===== config.mk =====
export PLATFORM = sky130hd
export DESIGN_NAME = vpsf_core
export DESIGN_NICKNAME = d
export VERILOG_FILES = /design/src/rtl/vpsf_pkg.sv /design/src/rtl/vpsf_fifo.sv /design/src/rtl/vpsf_core.sv
export SDC_FILE = /design/constraint.sdc
export NUM_CORES = 1
export LEC_CHECK = 0
export ABC_CLOCK_PERIOD_IN_PS = 4200
export BUFFER_PORTS_ARGS = -buffer_cell sky130_fd_sc_hd__buf_4
export CELL_PAD_IN_SITES_DETAIL_PLACEMENT = 0
export CELL_PAD_IN_SITES_GLOBAL_PLACEMENT = 1
export CORE_MARGIN = 4
export CORE_UTILIZATION = 35
export DETAILED_ROUTE_END_ITERATION = 8
export PLACE_DENSITY = 0.69
export SYNTH_ARGS = -nofsm -noshare
export SYNTH_HDL_FRONTEND = slang
export SYNTH_SLANG_ARGS = --single-unit

===== constraint.sdc =====
create_clock -name i_clk -period 4.2 [get_ports i_clk]
set_clock_uncertainty 0.05 [all_clocks]
set_input_delay 0.63 -clock i_clk [delete_from_list [all_inputs] [get_ports i_clk]]
set_output_delay 0.63 -clock i_clk [all_outputs]
set_load 0.03 [all_outputs]

===== src/rtl/vpsf_pkg.sv =====
package vpsf_pkg;

  // System clock and frame timing
  localparam int unsigned CLK_HZ       = 125_000_000;
  localparam int unsigned FRAME_HZ     = 8_000;
  localparam int unsigned BCLK_128_HZ  = 128_000;
  localparam int unsigned BCLK_256_HZ  = 256_000;
  localparam int unsigned BCLK_512_HZ  = 512_000;

  // Half bit-clock periods in system cycles, rounded down
  localparam logic [8:0] HALF_128 = 9'(CLK_HZ / (2 * BCLK_128_HZ));
  localparam logic [8:0] HALF_256 = 9'(CLK_HZ / (2 * BCLK_256_HZ));
  localparam logic [8:0] HALF_512 = 9'(CLK_HZ / (2 * BCLK_512_HZ));

  // Last bit index of a master frame at each rate
  localparam logic [6:0] FLAST_128 = 7'(BCLK_128_HZ / FRAME_HZ - 1);
  localparam logic [6:0] FLAST_256 = 7'(BCLK_256_HZ / FRAME_HZ - 1);
  localparam logic [6:0] FLAST_512 = 7'(BCLK_512_HZ / FRAME_HZ - 1);

  // Slot geometry and long sync length
  localparam int unsigned SAMPLE_W   = 16;
  localparam int unsigned FIFO_DEPTH = 8;
  localparam logic [6:0]  LFS_BITS   = 7'h08;
  localparam logic [3:0]  POS_LAST16 = 4'hF;
  localparam logic [3:0]  POS_LAST8  = 4'h7;

  // Register offsets
  localparam logic [7:0] ADDR_CFG  = 8'h00;
  localparam logic [7:0] ADDR_STAT = 8'h04;

  typedef enum logic [1:0] {
    VPSF_LIN13 = 2'b00,
    VPSF_LIN16 = 2'b01,
    VPSF_ULAW  = 2'b10,
    VPSF_ALAW  = 2'b11
  } vpsf_fmt_t;

  typedef enum logic [1:0] {
    VPSF_FILL_SIGN = 2'b00,
    VPSF_FILL_ZERO = 2'b01,
    VPSF_FILL_ATT  = 2'b10
  } vpsf_fill_t;

  typedef enum logic [1:0] {
    VPSF_R128 = 2'b00,
    VPSF_R256 = 2'b01,
    VPSF_R512 = 2'b10
  } vpsf_rate_t;

  typedef enum logic {
    LNK_IDLE = 1'b0,
    LNK_RUN  = 1'b1
  } vpsf_link_t;

  // Configuration word, bit 0 is rate[0]
  typedef struct packed {
    logic       master;
    logic       long_fs;
    logic       slot16;
    vpsf_fmt_t  fmt;
    logic       little;
    vpsf_fill_t fill;
    logic [2:0] gain;
    logic       mute;
    logic       fs_off;
    logic [3:0] slot_en;
    vpsf_rate_t rate;
  } vpsf_cfg_t;

  localparam int unsigned CFG_W = $bits(vpsf_cfg_t);
  localparam vpsf_cfg_t   CFG_RST = vpsf_cfg_t'(19'h00000);

  typedef struct packed {
    logic [1:0]  slot;
    logic [15:0] data;
  } vpsf_rx_t;

  typedef struct packed {
    logic       over;
    logic [1:0] slot;
    logic [3:0] pos;
  } vpsf_loc_t;

endpackage


===== src/rtl/vpsf_fifo.sv =====
`timescale 1ns/100ps
`default_nettype none
module vpsf_fifo #(
  parameter int unsigned W = 16,
  parameter int unsigned D = 8
) (
  input  wire logic         i_clk,
  input  wire logic         i_rst_n,
  input  wire logic         i_valid,
  output logic              o_ready,
  input  wire logic [W-1:0] i_data,
  output logic              o_valid,
  input  wire logic         i_ready,
  output logic [W-1:0]      o_data
);
  localparam int unsigned AW = $clog2(D);

  logic [W-1:0] mem_q [D];
  logic [AW:0]  wr_q;
  logic [AW:0]  rd_q;
  logic         push;
  logic         pop;

  // Extra pointer bit tells full from empty
  assign o_valid = (wr_q != rd_q);
  assign o_ready = (wr_q[AW-1:0] != rd_q[AW-1:0]) || (wr_q[AW] == rd_q[AW]);
  assign push    = i_valid & o_ready;
  assign pop     = o_valid & i_ready;
  assign o_data  = mem_q[rd_q[AW-1:0]];

  // Pointers
  always_ff @(posedge i_clk) begin
    if (!i_rst_n) begin
      wr_q <= '0;
      rd_q <= '0;
    end else begin
      if (push) begin
        wr_q <= wr_q + 1'b1;
      end
      if (pop) begin
        rd_q <= rd_q + 1'b1;
      end
    end
  end

  // Storage, no reset needed
  always_ff @(posedge i_clk) begin
    if (push) begin
      mem_q[wr_q[AW-1:0]] <= i_data;
    end
  end
endmodule
`default_nettype wire


===== src/rtl/vpsf_core.sv =====
// Decided for this implementation: the placing of the registers and the plain strobed port.
`timescale 1ns/100ps
`default_nettype none
module vpsf_core (
  input  wire logic                i_clk,
  input  wire logic                i_rst_n,
  input  wire logic [7:0]          i_addr,
  input  wire logic [31:0]         i_wdata,
  input  wire logic                i_wr,
  input  wire logic                i_rd,
  output logic [31:0]              o_rdata,
  input  wire logic                i_tx_valid,
  output logic                     o_tx_ready,
  input  wire logic [15:0]         i_tx_data,
  output logic                     o_rx_valid,
  output var vpsf_pkg::vpsf_rx_t   o_rx,
  input  wire logic                i_voice_bit_clock_alias,
  output logic                     o_voice_bit_clock_alias,
  output logic                     o_voice_bit_clock_alias_oe_n,
  input  wire logic                i_fsync,
  output logic                     o_fsync,
  output logic                     o_fsync_oe_n,
  input  wire logic                i_voice_serial_in,
  output logic                     o_voice_serial_out_alias,
  output logic                     o_voice_serial_out_alias_oe_n
);
  import vpsf_pkg::*;

  vpsf_cfg_t   cfg_q;
  vpsf_link_t  link_q;
  logic [2:0]  sy1_q;
  logic [2:0]  sy2_q;
  logic        bc_prev_q;
  logic        fs_prev_q;
  logic [8:0]  div_q;
  logic        mclk_q;
  logic        pend_q;
  logic [6:0]  bit_q;
  logic [15:0] tx_word_q;
  logic [15:0] rx_word_q;
  logic        underrun_q;
  logic        bclk_s;
  logic        fs_s;
  logic        din_s;
  logic        bc;
  logic        rise;
  logic        fall;
  logic        fs_rise;
  logic        imm;
  logic        launch;
  logic        start;
  logic        cfg_err;
  logic [8:0]  half;
  logic [6:0]  flast;
  logic [6:0]  nb;
  vpsf_loc_t   ln;
  vpsf_loc_t   lc;
  logic        run_n;
  logic        drive_n;
  logic        load;
  logic        fs_n;
  logic        fifo_valid;
  logic [15:0] fifo_data;
  logic [15:0] new_word;
  logic [15:0] src;
  logic [3:0]  tidx;
  logic [3:0]  ridx;
  logic        rx_sel;
  logic        rx_last;
  logic [15:0] rx_full;

  // Slot position of a bit index within the frame
  function automatic vpsf_loc_t locate(input logic [6:0] bi,
                                       input logic       s16);
    vpsf_loc_t l;
    l.over = s16 ? bi[6] : (bi[6] | bi[5]);
    l.slot = s16 ? bi[5:4] : bi[4:3];
    l.pos  = s16 ? bi[3:0] : {1'b0, bi[2:0]};
    return l;
  endfunction

  // Serial index of a slot position; LSB first when little
  function automatic logic [3:0] bidx(input logic [3:0] pos,
                                      input vpsf_cfg_t  c);
    return c.little ? pos : ((c.slot16 ? POS_LAST16 : POS_LAST8) - pos);
  endfunction

  // Sample to slot word: MSB aligned, spares in the low bits
  function automatic logic [15:0] pack(input logic [15:0] s,
                                       input vpsf_cfg_t   c);
    logic [2:0] f3;
    logic [7:0] f8;
    f3 = (c.fill == VPSF_FILL_SIGN) ? {3{s[12]}} :
         (c.fill == VPSF_FILL_ATT) ? c.gain : 3'h0;
    f8 = (c.fill == VPSF_FILL_SIGN) ? {8{s[7]}} :
         (c.fill == VPSF_FILL_ATT) ? {5'h00, c.gain} : 8'h00;
    if (!c.slot16) begin
      return {8'h00, s[7:0]};
    end
    unique case (c.fmt)
      VPSF_LIN16: return s;
      VPSF_LIN13: return {s[12:0], f3};
      VPSF_ULAW,
      VPSF_ALAW:  return {s[7:0], f8};
    endcase
  endfunction

  // Slot word back to a right-aligned sample
  function automatic logic [15:0] unpack(input logic [15:0] w,
                                         input vpsf_cfg_t   c);
    if (!c.slot16) begin
      return {8'h00, w[7:0]};
    end
    unique case (c.fmt)
      VPSF_LIN16: return w;
      VPSF_LIN13: return {{3{w[15]}}, w[15:3]};
      VPSF_ULAW,
      VPSF_ALAW:  return {8'h00, w[15:8]};
    endcase
  endfunction

  //////////////////////////////////////////////////////////////////////////
  // Register port

  // Configuration, written whole
  always_ff @(posedge i_clk) begin
    if (!i_rst_n) begin
      cfg_q <= CFG_RST;
    end else if (i_wr && i_addr == ADDR_CFG) begin
      cfg_q <= vpsf_cfg_t'(i_wdata[CFG_W-1:0]);
    end
  end

  // Read data valid only in the cycle after the strobe
  always_ff @(posedge i_clk) begin
    if (!i_rst_n) begin
      o_rdata <= 32'h00000000;
    end else if (i_rd && i_addr == ADDR_CFG) begin
      o_rdata <= {{(32 - CFG_W){1'b0}}, cfg_q};
    end else if (i_rd && i_addr == ADDR_STAT) begin
      o_rdata <= {29'h0000000, underrun_q, cfg_err, link_q};
    end else begin
      o_rdata <= 32'h00000000;
    end
  end

  // Underrun is sticky; a new event beats the clear-on-read
  always_ff @(posedge i_clk) begin
    if (!i_rst_n) begin
      underrun_q <= 1'b0;
    end else if (load && !fifo_valid) begin
      underrun_q <= 1'b1;
    end else if (i_rd && i_addr == ADDR_STAT) begin
      underrun_q <= 1'b0;
    end
  end

  //////////////////////////////////////////////////////////////////////////
  // Pin synchronisers and edge finding

  // Two flops on every pin; only the second stage is read
  always_ff @(posedge i_clk) begin
    if (!i_rst_n) begin
      sy1_q <= 3'h0;
      sy2_q <= 3'h0;
    end else begin
      sy1_q <= {i_fsync, i_voice_bit_clock_alias, i_voice_serial_in};
      sy2_q <= sy1_q;
    end
  end

  assign fs_s   = sy2_q[2];
  assign bclk_s = sy2_q[1];
  assign din_s  = sy2_q[0];

  // Edge history of the active bit clock and sync
  always_ff @(posedge i_clk) begin
    if (!i_rst_n) begin
      bc_prev_q <= 1'b0;
      fs_prev_q <= 1'b0;
    end else begin
      bc_prev_q <= bc;
      fs_prev_q <= fs_s;
    end
  end

  assign bc      = cfg_q.master ? mclk_q : bclk_s;
  assign rise    = bc & ~bc_prev_q;
  assign fall    = ~bc & bc_prev_q;
  assign fs_rise = fs_s & ~fs_prev_q;
  assign cfg_err = !cfg_q.slot16 &&
                   (cfg_q.fmt == VPSF_LIN13 || cfg_q.fmt == VPSF_LIN16);

  //////////////////////////////////////////////////////////////////////////
  // Master bit clock divider

  always_comb begin
    unique case (cfg_q.rate)
      VPSF_R128: begin
        half  = HALF_128;
        flast = FLAST_128;
      end
      VPSF_R256: begin
        half  = HALF_256;
        flast = FLAST_256;
      end
      default: begin
        half  = HALF_512;
        flast = FLAST_512;
      end
    endcase
  end

  // Rounded-down half period gives a slightly fast clock, never slow
  always_ff @(posedge i_clk) begin
    if (!i_rst_n || !cfg_q.master) begin
      div_q  <= 9'h000;
      mclk_q <= 1'b0;
    end else if (div_q == half - 9'h001) begin
      div_q  <= 9'h000;
      mclk_q <= ~mclk_q;
    end else begin
      div_q <= div_q + 9'h001;
    end
  end

  //////////////////////////////////////////////////////////////////////////
  // Frame timing

  // Long slave sync rising while the clock is high launches at once
  assign imm    = !cfg_q.master && cfg_q.long_fs && fs_rise && bc;
  assign launch = rise | imm;
  // A count left past the frame end (slave run, rate change) restarts
  assign start  = cfg_q.master ? (bit_q >= flast) : (pend_q | imm);
  assign nb     = start ? 7'h00 :
                  (bit_q == 7'h7F) ? bit_q : bit_q + 7'h01;
  assign ln     = locate(nb, cfg_q.slot16);
  assign run_n  = !ln.over && (start || link_q == LNK_RUN);
  assign drive_n = run_n && cfg_q.slot_en[ln.slot] && !cfg_err;
  assign load   = launch && drive_n && ln.pos == 4'h0;
  assign fs_n   = !cfg_q.fs_off && (cfg_q.long_fs ? (nb < LFS_BITS)
                                                  : (nb == flast));

  // Slave sync is caught on the clock edges that frame it
  always_ff @(posedge i_clk) begin
    if (!i_rst_n || cfg_q.master) begin
      pend_q <= 1'b0;
    end else if (cfg_q.long_fs && fs_rise && !bc) begin
      pend_q <= 1'b1;
    end else if (!cfg_q.long_fs && fall && fs_s) begin
      pend_q <= 1'b1;
    end else if (rise) begin
      pend_q <= 1'b0;
    end
  end

  // Bit counter and frame state advance on each launch
  always_ff @(posedge i_clk) begin
    if (!i_rst_n) begin
      bit_q  <= 7'h00;
      link_q <= LNK_IDLE;
    end else if (launch) begin
      bit_q  <= nb;
      link_q <= run_n ? LNK_RUN : LNK_IDLE;
    end
  end

  //////////////////////////////////////////////////////////////////////////
  // Transmit path

  vpsf_fifo #(
    .W (SAMPLE_W),
    .D (FIFO_DEPTH)
  ) u_tx_fifo (
    .i_clk   (i_clk),
    .i_rst_n (i_rst_n),
    .i_valid (i_tx_valid),
    .o_ready (o_tx_ready),
    .i_data  (i_tx_data),
    .o_valid (fifo_valid),
    .i_ready (load),
    .o_data  (fifo_data)
  );

  // An empty queue sends silence rather than stale data
  assign new_word = pack(fifo_valid ? fifo_data : 16'h0000,
                         cfg_q);
  assign src      = (ln.pos == 4'h0) ? new_word : tx_word_q;
  assign tidx     = bidx(ln.pos, cfg_q);

  always_ff @(posedge i_clk) begin
    if (!i_rst_n) begin
      tx_word_q <= 16'h0000;
    end else if (load) begin
      tx_word_q <= new_word;
    end
  end

  // Serial out changes on rising edges or a late long slave sync; released when unselected
  always_ff @(posedge i_clk) begin
    if (!i_rst_n) begin
      o_voice_serial_out_alias      <= 1'b0;
      o_voice_serial_out_alias_oe_n <= 1'b1;
    end else if (launch) begin
      o_voice_serial_out_alias      <= !cfg_q.mute && src[tidx];
      o_voice_serial_out_alias_oe_n <= !drive_n;
    end
  end

  // Master drives clock and sync; sync held low when suppressed
  always_ff @(posedge i_clk) begin
    if (!i_rst_n) begin
      o_fsync                      <= 1'b0;
      o_fsync_oe_n                 <= 1'b1;
      o_voice_bit_clock_alias      <= 1'b0;
      o_voice_bit_clock_alias_oe_n <= 1'b1;
    end else begin
      o_fsync_oe_n                 <= !cfg_q.master;
      o_voice_bit_clock_alias      <= mclk_q;
      o_voice_bit_clock_alias_oe_n <= !cfg_q.master;
      if (!cfg_q.master) begin
        o_fsync <= 1'b0;
      end else if (launch) begin
        o_fsync <= fs_n;
      end
    end
  end

  //////////////////////////////////////////////////////////////////////////
  // Receive path

  assign lc      = locate(bit_q, cfg_q.slot16);
  assign rx_sel  = link_q == LNK_RUN && cfg_q.slot_en[lc.slot] && !cfg_err;
  assign ridx    = bidx(lc.pos, cfg_q);
  assign rx_last = lc.pos == (cfg_q.slot16 ? POS_LAST16 : POS_LAST8);

  always_comb begin
    rx_full       = rx_word_q;
    rx_full[ridx] = din_s;
  end

  // Input bits are taken on falling edges, one sample per slot
  always_ff @(posedge i_clk) begin
    if (!i_rst_n) begin
      rx_word_q  <= 16'h0000;
      o_rx_valid <= 1'b0;
      o_rx       <= '0;
    end else begin
      o_rx_valid <= 1'b0;
      if (fall && rx_sel) begin
        rx_word_q <= rx_full;
        if (rx_last) begin
          o_rx_valid <= 1'b1;
          o_rx       <= '{slot: lc.slot, data: unpack(rx_full, cfg_q)};
        end
      end
    end
  end
endmodule
`default_nettype wire


==> results of run 1 <==
==> power groups by stage <==
stage | sequential [W] | combinational (W) | clock (W)
4_1_cts | 0.00272 | 0.000255 | 0.00266
5_1_grt | 0.00272 | 0.000278 | 0.00277
3_5_place_dp | 0.00277 | 0.000254 | 0
6_report | 0.00272 | 0.000253 | 0.00260
2_1_floorplan | 0.00276 | 0.000160 | 0
3_3_place_gp | 0.00277 | 0.000252 | 0
==> worst paths after layout <==
kind,end,start,depth (start not counted),slack [ns]
worst min register to register,sy2_q[1]$_SDFF_PN0_,sy1_q[1]$_SDFF_PN0_,1,0.38
worst max-delay path,tx_word_q[0]$_SDFFE_PN0N_,bit_q[3]$_SDFFE_PN0P_,9,0.77
worst max register to register,tx_word_q[0]$_SDFFE_PN0N_,bit_q[3]$_SDFFE_PN0P_,9,0.77
worst min-delay path,sy1_q[2]$_SDFF_PN0_,i_fsync,2,0.24
==> state kept, by name (all words and copies together), names as in the netlist, named ones only <==
name                           count
o_rx                              18
u_tx_fifo.rd_q                     4
bc_prev_q                          1
mclk_q                             1
u_tx_fifo.mem_q                  128
o_rx_valid                         1
o_rdata                           19
o_voice_serial_out_alias           1
o_voice_serial_out_alias_oe_n      1
fs_prev_q                          1
tx_word_q                         16
o_fsync_oe_n                       1
o_voice_bit_clock_alias            1
sy1_q                              3
o_fsync                            1
rx_word_q                         16
underrun_q                         1
link_q                             1
bit_q                              7
sy2_q                              3
pend_q                             1
u_tx_fifo.wr_q                     4
div_q                              9
cfg_q                             19
==> logic make-up (layout without fill, tap and decap cells) <==
group,after synthesis,after routing
simple gates,393,393
flops,261,261
compound gates,206,206
mux,100,100
buf+inv,98,189
xor+xnor,24,24
fa+ha+maj,7,7
other cells,1,14
==> layout make-up <==
type / count / area, um^2 / share of cell area, %
Sequential cell: 261 / 6507 / 46.14
Multi-Input combinational cell: 743 / 5055 / 35.84
Timing Repair Buffer: 127 / 953.4 / 6.760
Clock buffer: 35 / 778.2 / 5.518
Tap cell: 448 / 560.5 / 3.974
Clock inverter: 16 / 205.2 / 1.455
Inverter: 11 / 41.29 / 0.2928
Antenna cell: 1 / 2.502 / 0.01774
==> per-stage QoR <==
| step | worst slack, ns | instances |
|---|---|---|
| 3_5_place_dp | 0.7760 | 1590 |
| 4_1_cts | 0.7430 | 1641 |
| 6_report | 0.7651 | 1642 |
| 5_1_grt | 0.4229 | 1641 |
| 3_3_place_gp | 0.7856 | 1590 |
| 2_1_floorplan | 0.9522 | 1102 |
==> routing by layer <==
metal	track usage, %	wire length [um]
met1	21.67	13890
met2	27.97	14810
met3	2.370	1175
met4	3.977	747
met5	0	0
==> cell usage after synthesis (7+ instances only) <==
| master | count | share of area, % |
|---|---|---|
| and3_1 | 8 | 0.42 |
| nor2b_1 | 13 | 0.68 |
| clkbuf_1 | 45 | 1.4 |
| nor3_1 | 20 | 0.84 |
| o21ai_0 | 31 | 1.3 |
| a211oi_1 | 19 | 1.2 |
| buf_4 | 15 | 0.94 |
| o31ai_1 | 10 | 0.63 |
| o22ai_1 | 7 | 0.37 |
| and2_1 | 30 | 1.6 |
| xnor2_1 | 7 | 0.51 |
| ha_1 | 7 | 0.73 |
| a22oi_1 | 15 | 0.94 |
| nand2_1 | 94 | 3.0 |
| xor2_1 | 15 | 1.1 |
| buf_2 | 18 | 0.76 |
| nand3_1 | 40 | 1.7 |
| nand4_1 | 9 | 0.47 |
| o211ai_1 | 13 | 0.82 |
| mux4_2 | 28 | 5.3 |
| a21oi_1 | 45 | 1.9 |
| dfxtp_1 | 133 | 22 |
| inv_1 | 9 | 0.28 |
| edfxtp_1 | 128 | 32 |
| a31oi_1 | 10 | 0.52 |
| mux2_2 | 13 | 1.2 |
| buf_1 | 9 | 0.28 |
| nor2_1 | 137 | 4.3 |
| mux2i_1 | 59 | 5.0 |
| nand2b_1 | 14 | 0.73 |
==> results by stage, run 1 <==
STA:
- Measured against its own limit, the worst slew margin works out to 33.05%.
- The number of slew-limit violations in the final report is 0.
- Setup violations remaining at the end of the flow were counted as 0.
- The highest clock rate is ~0.29 GHz.
- The number of failing hold endpoints at the final stage was 0.
- The setup TNS is 0 ns.
- The final-layout worst hold slack is ~0.24 ns.
- The fraction of the cycle the final worst path needs is roughly four fifths.
- The transition time at the pin with the least slew margin is roughly 1 ns.
- The routed design could run at a clock period as short as approximately 3.4 ns.
- Setup repair after global routing left no endpoint under its margin.

CTS:
- CTS placed an instance of clkbuf_16 at the clock tree root.
- The number of gates resized after CTS is 0.
- Clock tree synthesis inserted a total of 29 buffers.
- The clock transition at the register clock pins on the worst setup and hold paths after CTS is ~0.06 ns.
- The number of sinks on the clock net is roughly 260.
- The clock reaches the later pin of the worst-skew pair after ~0.55 ns.
- The number of H-tree levels is 1.
- The post-CTS setup buffer count is 0.
- The number of buffers inserted for hold repair after clock tree synthesis is 0.
- TritonCTS built the clock tree.
- The maximum root-to-sink buffer count is 3.

Worst hold path:
- The class of the tightest hold or removal check is input port to register.

Drt:
- The routed layout has between 8000 and 9000 vias.
- The detail route stage leaves a number of antenna-violating nets equal to 0.
- The detailed-route wire length is about 31000 um.
- In the routed layout, each cell is associated on average with a via count of approximately 5.2.
- The number of DRC markers after the initial detailed-route iteration is slightly above 500.
- The final routed wire length divided by cell count is about 19 um.
- The count of unresolved DRC violations after routing is 0.
- Before antenna repair, the detailed router went through 5 iterations.

Power:
- Per report_power, the sequential group accounts for between 40% and 50% of the total.
- The switching portion of total power is 21.72%.
- After layout, the design draws a total of around 0.0056 W.
- Summed over all nets, the switching power comes to approximately 0.0012 W.
- Internal power comes to 0.004361 W.
- Of the total power, the clock network draws a little under half.
- The leakage power is approximately 5 nW.
- VDD sags by at most around 0.33 mV.
- In this run, the combinational gates consume 4.5% of the power.
- In this run the power density over the cells is ~390 nW/um^2.

Synthesis:
- The adder-cell share of the synthesized area is less than 1%.
- The number of enable-type register cells in the synthesized netlist is 128.
- Summing the areas of all xor and xnor instances in the mapped netlist gives ~1.9% of the synthesized area.
- Measured against the total synthesized area, the mux share comes to 11.47%.
- The most used flip-flop cell after synthesis is dfxtp_1.
- After synthesis, the share of flip-flops with an asynchronous set or reset is 0%.
- The number of standard cells after synthesis is ~1100.
- The main combinational cell family by area after synthesis is simple AND/OR/NAND/NOR gates.
- The average size of a mapped cell is around 11 um^2.
- The number of synthesis warnings is 0.
- Sequential cells were found to cover between 50% and 60% of the synthesized design area.
- Summing the areas of all compound-gate instances in the mapped netlist gives 11.98% of the synthesized area.
- After synthesis the netlist holds a flip-flop and latch count of approximately 260.
- After synthesis the cells add up to roughly 12000 um^2.
- The synthesized netlist devotes 15.52% of its cell area to simple gates.
- The number of distinct library cells after synthesis is 70.

GRT:
- Entering global routing, the biggest net connects 47 pins.
- Global routing used roughly 16% of the available tracks across all layers.
- The remaining global-route overflow is 0.
- The first global-routing pass estimated between 40000 and 50000 um of wire.
- The initial antenna violation count was 0.
- The via count of the first global-routing pass is about 8300.

Setup path:
- The family with the most delay on the worst path is simple AND/OR/NAND/NOR gates.
- The worst setup path is of the register to register kind.
- The signal on the critical path passes through and4_1 > nand3_1 > a22oi_2 > mux2i_1 > a211oi_2 > a31o_2 > nand4_4 > or4_1 > a21oi_1.
- The critical path's slowest cell is dfxtp_1.
- Of all nets on the critical path, the largest fanout is 18.
- The critical path arrival is ~3.9 ns.
- The critical path capture point type is a register.
- The category of the worst setup path launch point is a register.
- At the worst endpoint, the required time is roughly 4.6 ns.
- The largest stage delay on the critical path is between 0.7 and 0.8 ns.
- The buffer and inverter count on the worst path is 0.

Placed design:
- The cell area reported after detailed placement is 13120 um^2.
- At the end of routability-driven placement, the weighted congestion stood at ~0.82.
- The quantity of I/O buffers inserted on ports is 95.
- The placed wire-length estimate after detailed placement is slightly above 20000 um.

Die:
- The die covers between 30000 and 40000 um^2.
- The initial cell density of the core is a little over a third.
- The core area is 33530 um^2.
- The overall die width is 192.6 um.
- about 120 I/O pins were placed.
- The vertical die dimension is around 190 um.
- The total number of placement rows is between 60 and 70.

Finish:
- The final layout net count is between 1000 and 1500.
- In the layout the commonest cells are 137 x nor2_1, 132 x dfxtp_1, 128 x edfxtp_1, 127 x buf_4, 94 x nand2_1.
- The proportion of layout cells with a drive suffix above 1 is between 20% and 30%.
- The area overhead of the layout relative to synthesis is 18.29%.
- The most common cell after layout, fill and taps aside is nor2_1.
- The post-layout instance area is 14100 um^2.
- The fill cell total of the finished layout is between 3000 and 4000.
- Cells fill 42.06% of the core in the end.

Job:
- The number of max-cap violations is 0.

Run status:
- The run finished with clean final reports.
Power figures use the tool's default switching activity.
==> inputs of run 2 (changes only) <==
ABC_CLOCK_PERIOD_IN_PS = 3400   (was 4200)
clock period = 3.4 ns   (was 4.2 ns; I/O delays follow)
==> results by stage, run 2 (synthesized netlist as in run 1, its figures left out) <==
Run status:
- Run status: finished, final reports clean (unchanged).

CTS:
- The clock root buffer master is clkbuf_16 (unchanged).
- The number of sinks on the clock net is 261 (unchanged).
- The number of buffers inserted during clock tree synthesis is 29 (unchanged).
- The post-CTS setup buffer count is 0 (unchanged).
- The maximum root-to-sink buffer count is 3 (unchanged).
- The clock latency of the later-clocked register in the worst-skew pair is 0.56 ns (was 0.55 ns).
- The number of gates resized after CTS is 0 (unchanged).
- The number of H-tree levels came to 1 (unchanged).
- The clock tree from TritonCTS is done (unchanged).
- The clock transition at the register clock pins on the worst setup and hold paths after CTS was 0.06 ns (about the same).
- The number of buffers inserted for hold repair after clock tree synthesis is 0 (unchanged).

STA:
- The worst slew margin relative to its limit is 25.66% (was 33.05%).
- The setup TNS is 0 ns (unchanged).
- The setup slack after layout is 0.2569 ns (was 0.7651 ns).
- The number of setup violations in the final report is 0 (unchanged).
- The fraction of the cycle the final worst path needs is 92.44% (was 81.78%).
- The minimum period implied by the final worst setup slack is 3.143 ns (was 3.435 ns).
- The final-layout worst hold slack came to 0.1186 ns (was 0.2356 ns).
- The number of slew-limit violations in the final report is 0 (unchanged).
- The highest clock rate came to 0.3182 GHz (was 0.2911 GHz).
- RSZ-0062 raised after global routing: false (unchanged).
- The number of failing hold endpoints at the final stage came to 0 (unchanged).
- The transition time at the pin with the least slew margin was 1.115 ns (was 1.001 ns).

Power:
- The largest voltage drop on the vdd net was 0.3824 mV (was 0.3275 mV).
- The power density over cell area came to 473.3 nW/um^2 (was 395.0 nW/um^2).
- The leakage power is 5.182 nW (was 5.089 nW).
- The total design power is 0.006732 W (was 0.005571 W).

Drt:
- The number of DRC markers after the initial detailed-route iteration is 569 (was 515).
- The detailed-route wire length was 30510 um (was 30620 um).
- The number of detailed-routing iterations run before antenna repair came to 5 (unchanged).
- The count of unresolved DRC violations after routing is 0 (unchanged).
- The via count is 8563 (was 8503).
- The final routed wire length divided by cell count is 18.35 um (was 18.65 um).
- The number of nets with antenna violations after routing is 0 (unchanged).
- The number of vias per cell after detailed routing is 5.149 (was 5.178).

GRT:
- The remaining global-route overflow is 0 (unchanged).
- The total global-route track usage is 16.31% (was 16.25%).
- The met3 track utilization from global routing is 2.496% (was 2.370%).
- The global-route met2 utilization is 27.54% (was 27.97%).
- The global-route track usage on met1 is 22.05% (was 21.67%).
- The via count of the first global-routing pass is 8411 (was 8280).
- The first-pass GRT wire length was 47600 um (was 47840 um).
- The largest net degree at the start of global routing was 46 (was 47).
- The initial antenna violation count is 0 (unchanged).
- The layer with the highest usage was met2 (unchanged).

Placed design:
- The worst slack after detailed placement was 0.2335 ns (was 0.7760 ns).
- The quantity of I/O buffers inserted on ports is 95 (unchanged).
- The final weighted congestion in routability-driven placement is 0.8136 (was 0.8238).
- The placed wire-length estimate after detailed placement is 20990 um (was 20530 um).

Die:
- The full die area was 37080 um^2 (unchanged).
- The total number of placement rows is 67 (unchanged).
- The vertical die dimension is 192.6 um (unchanged).
- The boundary pin count is 122 (unchanged).
- The overall die width is 192.6 um (unchanged).
- The core area is 33530 um^2 (unchanged).
- The initial cell density of the core is 35.56% (unchanged).

Finish:
- The proportion of layout cells with a drive suffix above 1 is 20.99% (was 20.03%).
- The area overhead of the layout relative to synthesis came to 19.30% (was 18.29%).
- The final layout net count is 1265 (was 1244).
- Commonest non-fill, non-tap cells in the layout: 146 x buf_4, 136 x nor2_1, 132 x dfxtp_1, 128 x edfxtp_1, 94 x nand2_1 (was 137 x nor2_1, 132 x dfxtp_1, 128 x edfxtp_1, 127 x buf_4, 94 x nand2_1).
- The most common cell after layout, fill and taps aside is buf_4 (was nor2_1).
- The area of the multi-input gates is 5060 um^2 (was 5055 um^2).
- The post-route core utilization was 42.42% (was 42.06%).
- The register cell area after layout is 6507 um^2 (unchanged).
- The number of inserted diodes was 0 (was 1).
- The number of flip-flops under the largest register name is 128 (unchanged).
- The fill cell total of the finished layout was 3226 (was 3282).

Setup path:
- Critical-path cell list: inv_1 > ha_1 > nand4_1 > o211ai_4 > a22oi_2 > buf_4 > nand2_1 > a21oi_1 > o21bai_1 > nand4_4 > buf_4 > or3_1 > a21oi_1 (was and4_1 > nand3_1 > a22oi_2 > mux2i_1 > a211oi_2 > a31o_2 > nand4_4 > or4_1 > a21oi_1).
- The critical path arrival is 3.56 ns (was 3.86 ns).
- The data required time of the worst path was 3.82 ns (was 4.62 ns).
- The family with the most delay on the worst path is compound AO/OA/AOI/OAI gates (was simple AND/OR/NAND/NOR gates).
- The category of the worst setup path launch point is a register (unchanged).
- The highest net fanout along the worst path was 13 (was 18).
- The critical path's slowest cell is dfxtp_1 (unchanged).
- The buffer and inverter count on the worst path was 3 (was 0).
- The critical path capture point type is a register (unchanged).
- The largest stage delay on the critical path was 0.43 ns (was 0.72 ns).
- The category of the critical setup timing path was register to register (unchanged).

Worst hold path:
- The class of the tightest hold or removal check is input port to register (unchanged).

Job:
- The number of max-cap violations is 0 (unchanged).
run 2: area by class of cell:
type | instances | share of cell area [%]
clock buffers | 39 | 5.436
flip-flops and latches | 261 | 45.75
multi-input cells | 743 | 35.57
inverters | 11 | 0.2903
clock inverters | 13 | 1.020
repair buffers | 148 | 7.987
well taps | 448 | 3.941
run 2: power by group:
part           leakage (nW)  internal, W  switching, W
Combinational          2.49     0.000126      0.000202
Clock                 0.453      0.00181       0.00124
Sequential             2.24      0.00334     0.0000179
Total                  5.18      0.00528       0.00146
run 2: path summary, 6_finish.rpt:
check	slack [ns]	start	endpoint	cells after the start
setup / recovery	0.26	cfg_q[1]$_SDFFE_PN0P_	u_tx_fifo.rd_q[3]$_SDFFE_PN0P_	13
hold / removal	0.12	i_fsync	sy1_q[2]$_SDFF_PN0_	2
setup reg to reg	0.26	cfg_q[1]$_SDFFE_PN0P_	u_tx_fifo.rd_q[3]$_SDFFE_PN0P_	13
hold reg to reg	0.38	sy1_q[0]$_SDFF_PN0_	sy2_q[0]$_SDFF_PN0_	1
run 2: metrics by stage:
stage | cells | instance area [um^2]
2_1_floorplan | 1102 | 11970
3_3_place_gp | 1611 | 13290
3_5_place_dp | 1611 | 13290
4_1_cts | 1663 | 14210
5_1_grt | 1663 | 14220
6_report | 1663 | 14220
run 2: worst reg2reg max path, cell delays in order, from the launching register on:
cell      delay [ns]
dfxtp_1         0.43
inv_1           0.10
ha_1            0.31
nand4_1         0.15
o211ai_4        0.33
a22oi_2         0.16
buf_4           0.20
nand2_1         0.07
a21oi_1         0.08
o21bai_1        0.32
nand4_4         0.15
buf_4           0.25
or3_1           0.35
a21oi_1         0.14
run 2: per-layer routing:
metal	wire, um	vias up
li1	-	4215
met1	13900	4125
met2	14640	169
met3	1145	54
met4	817	0
met5	0	-
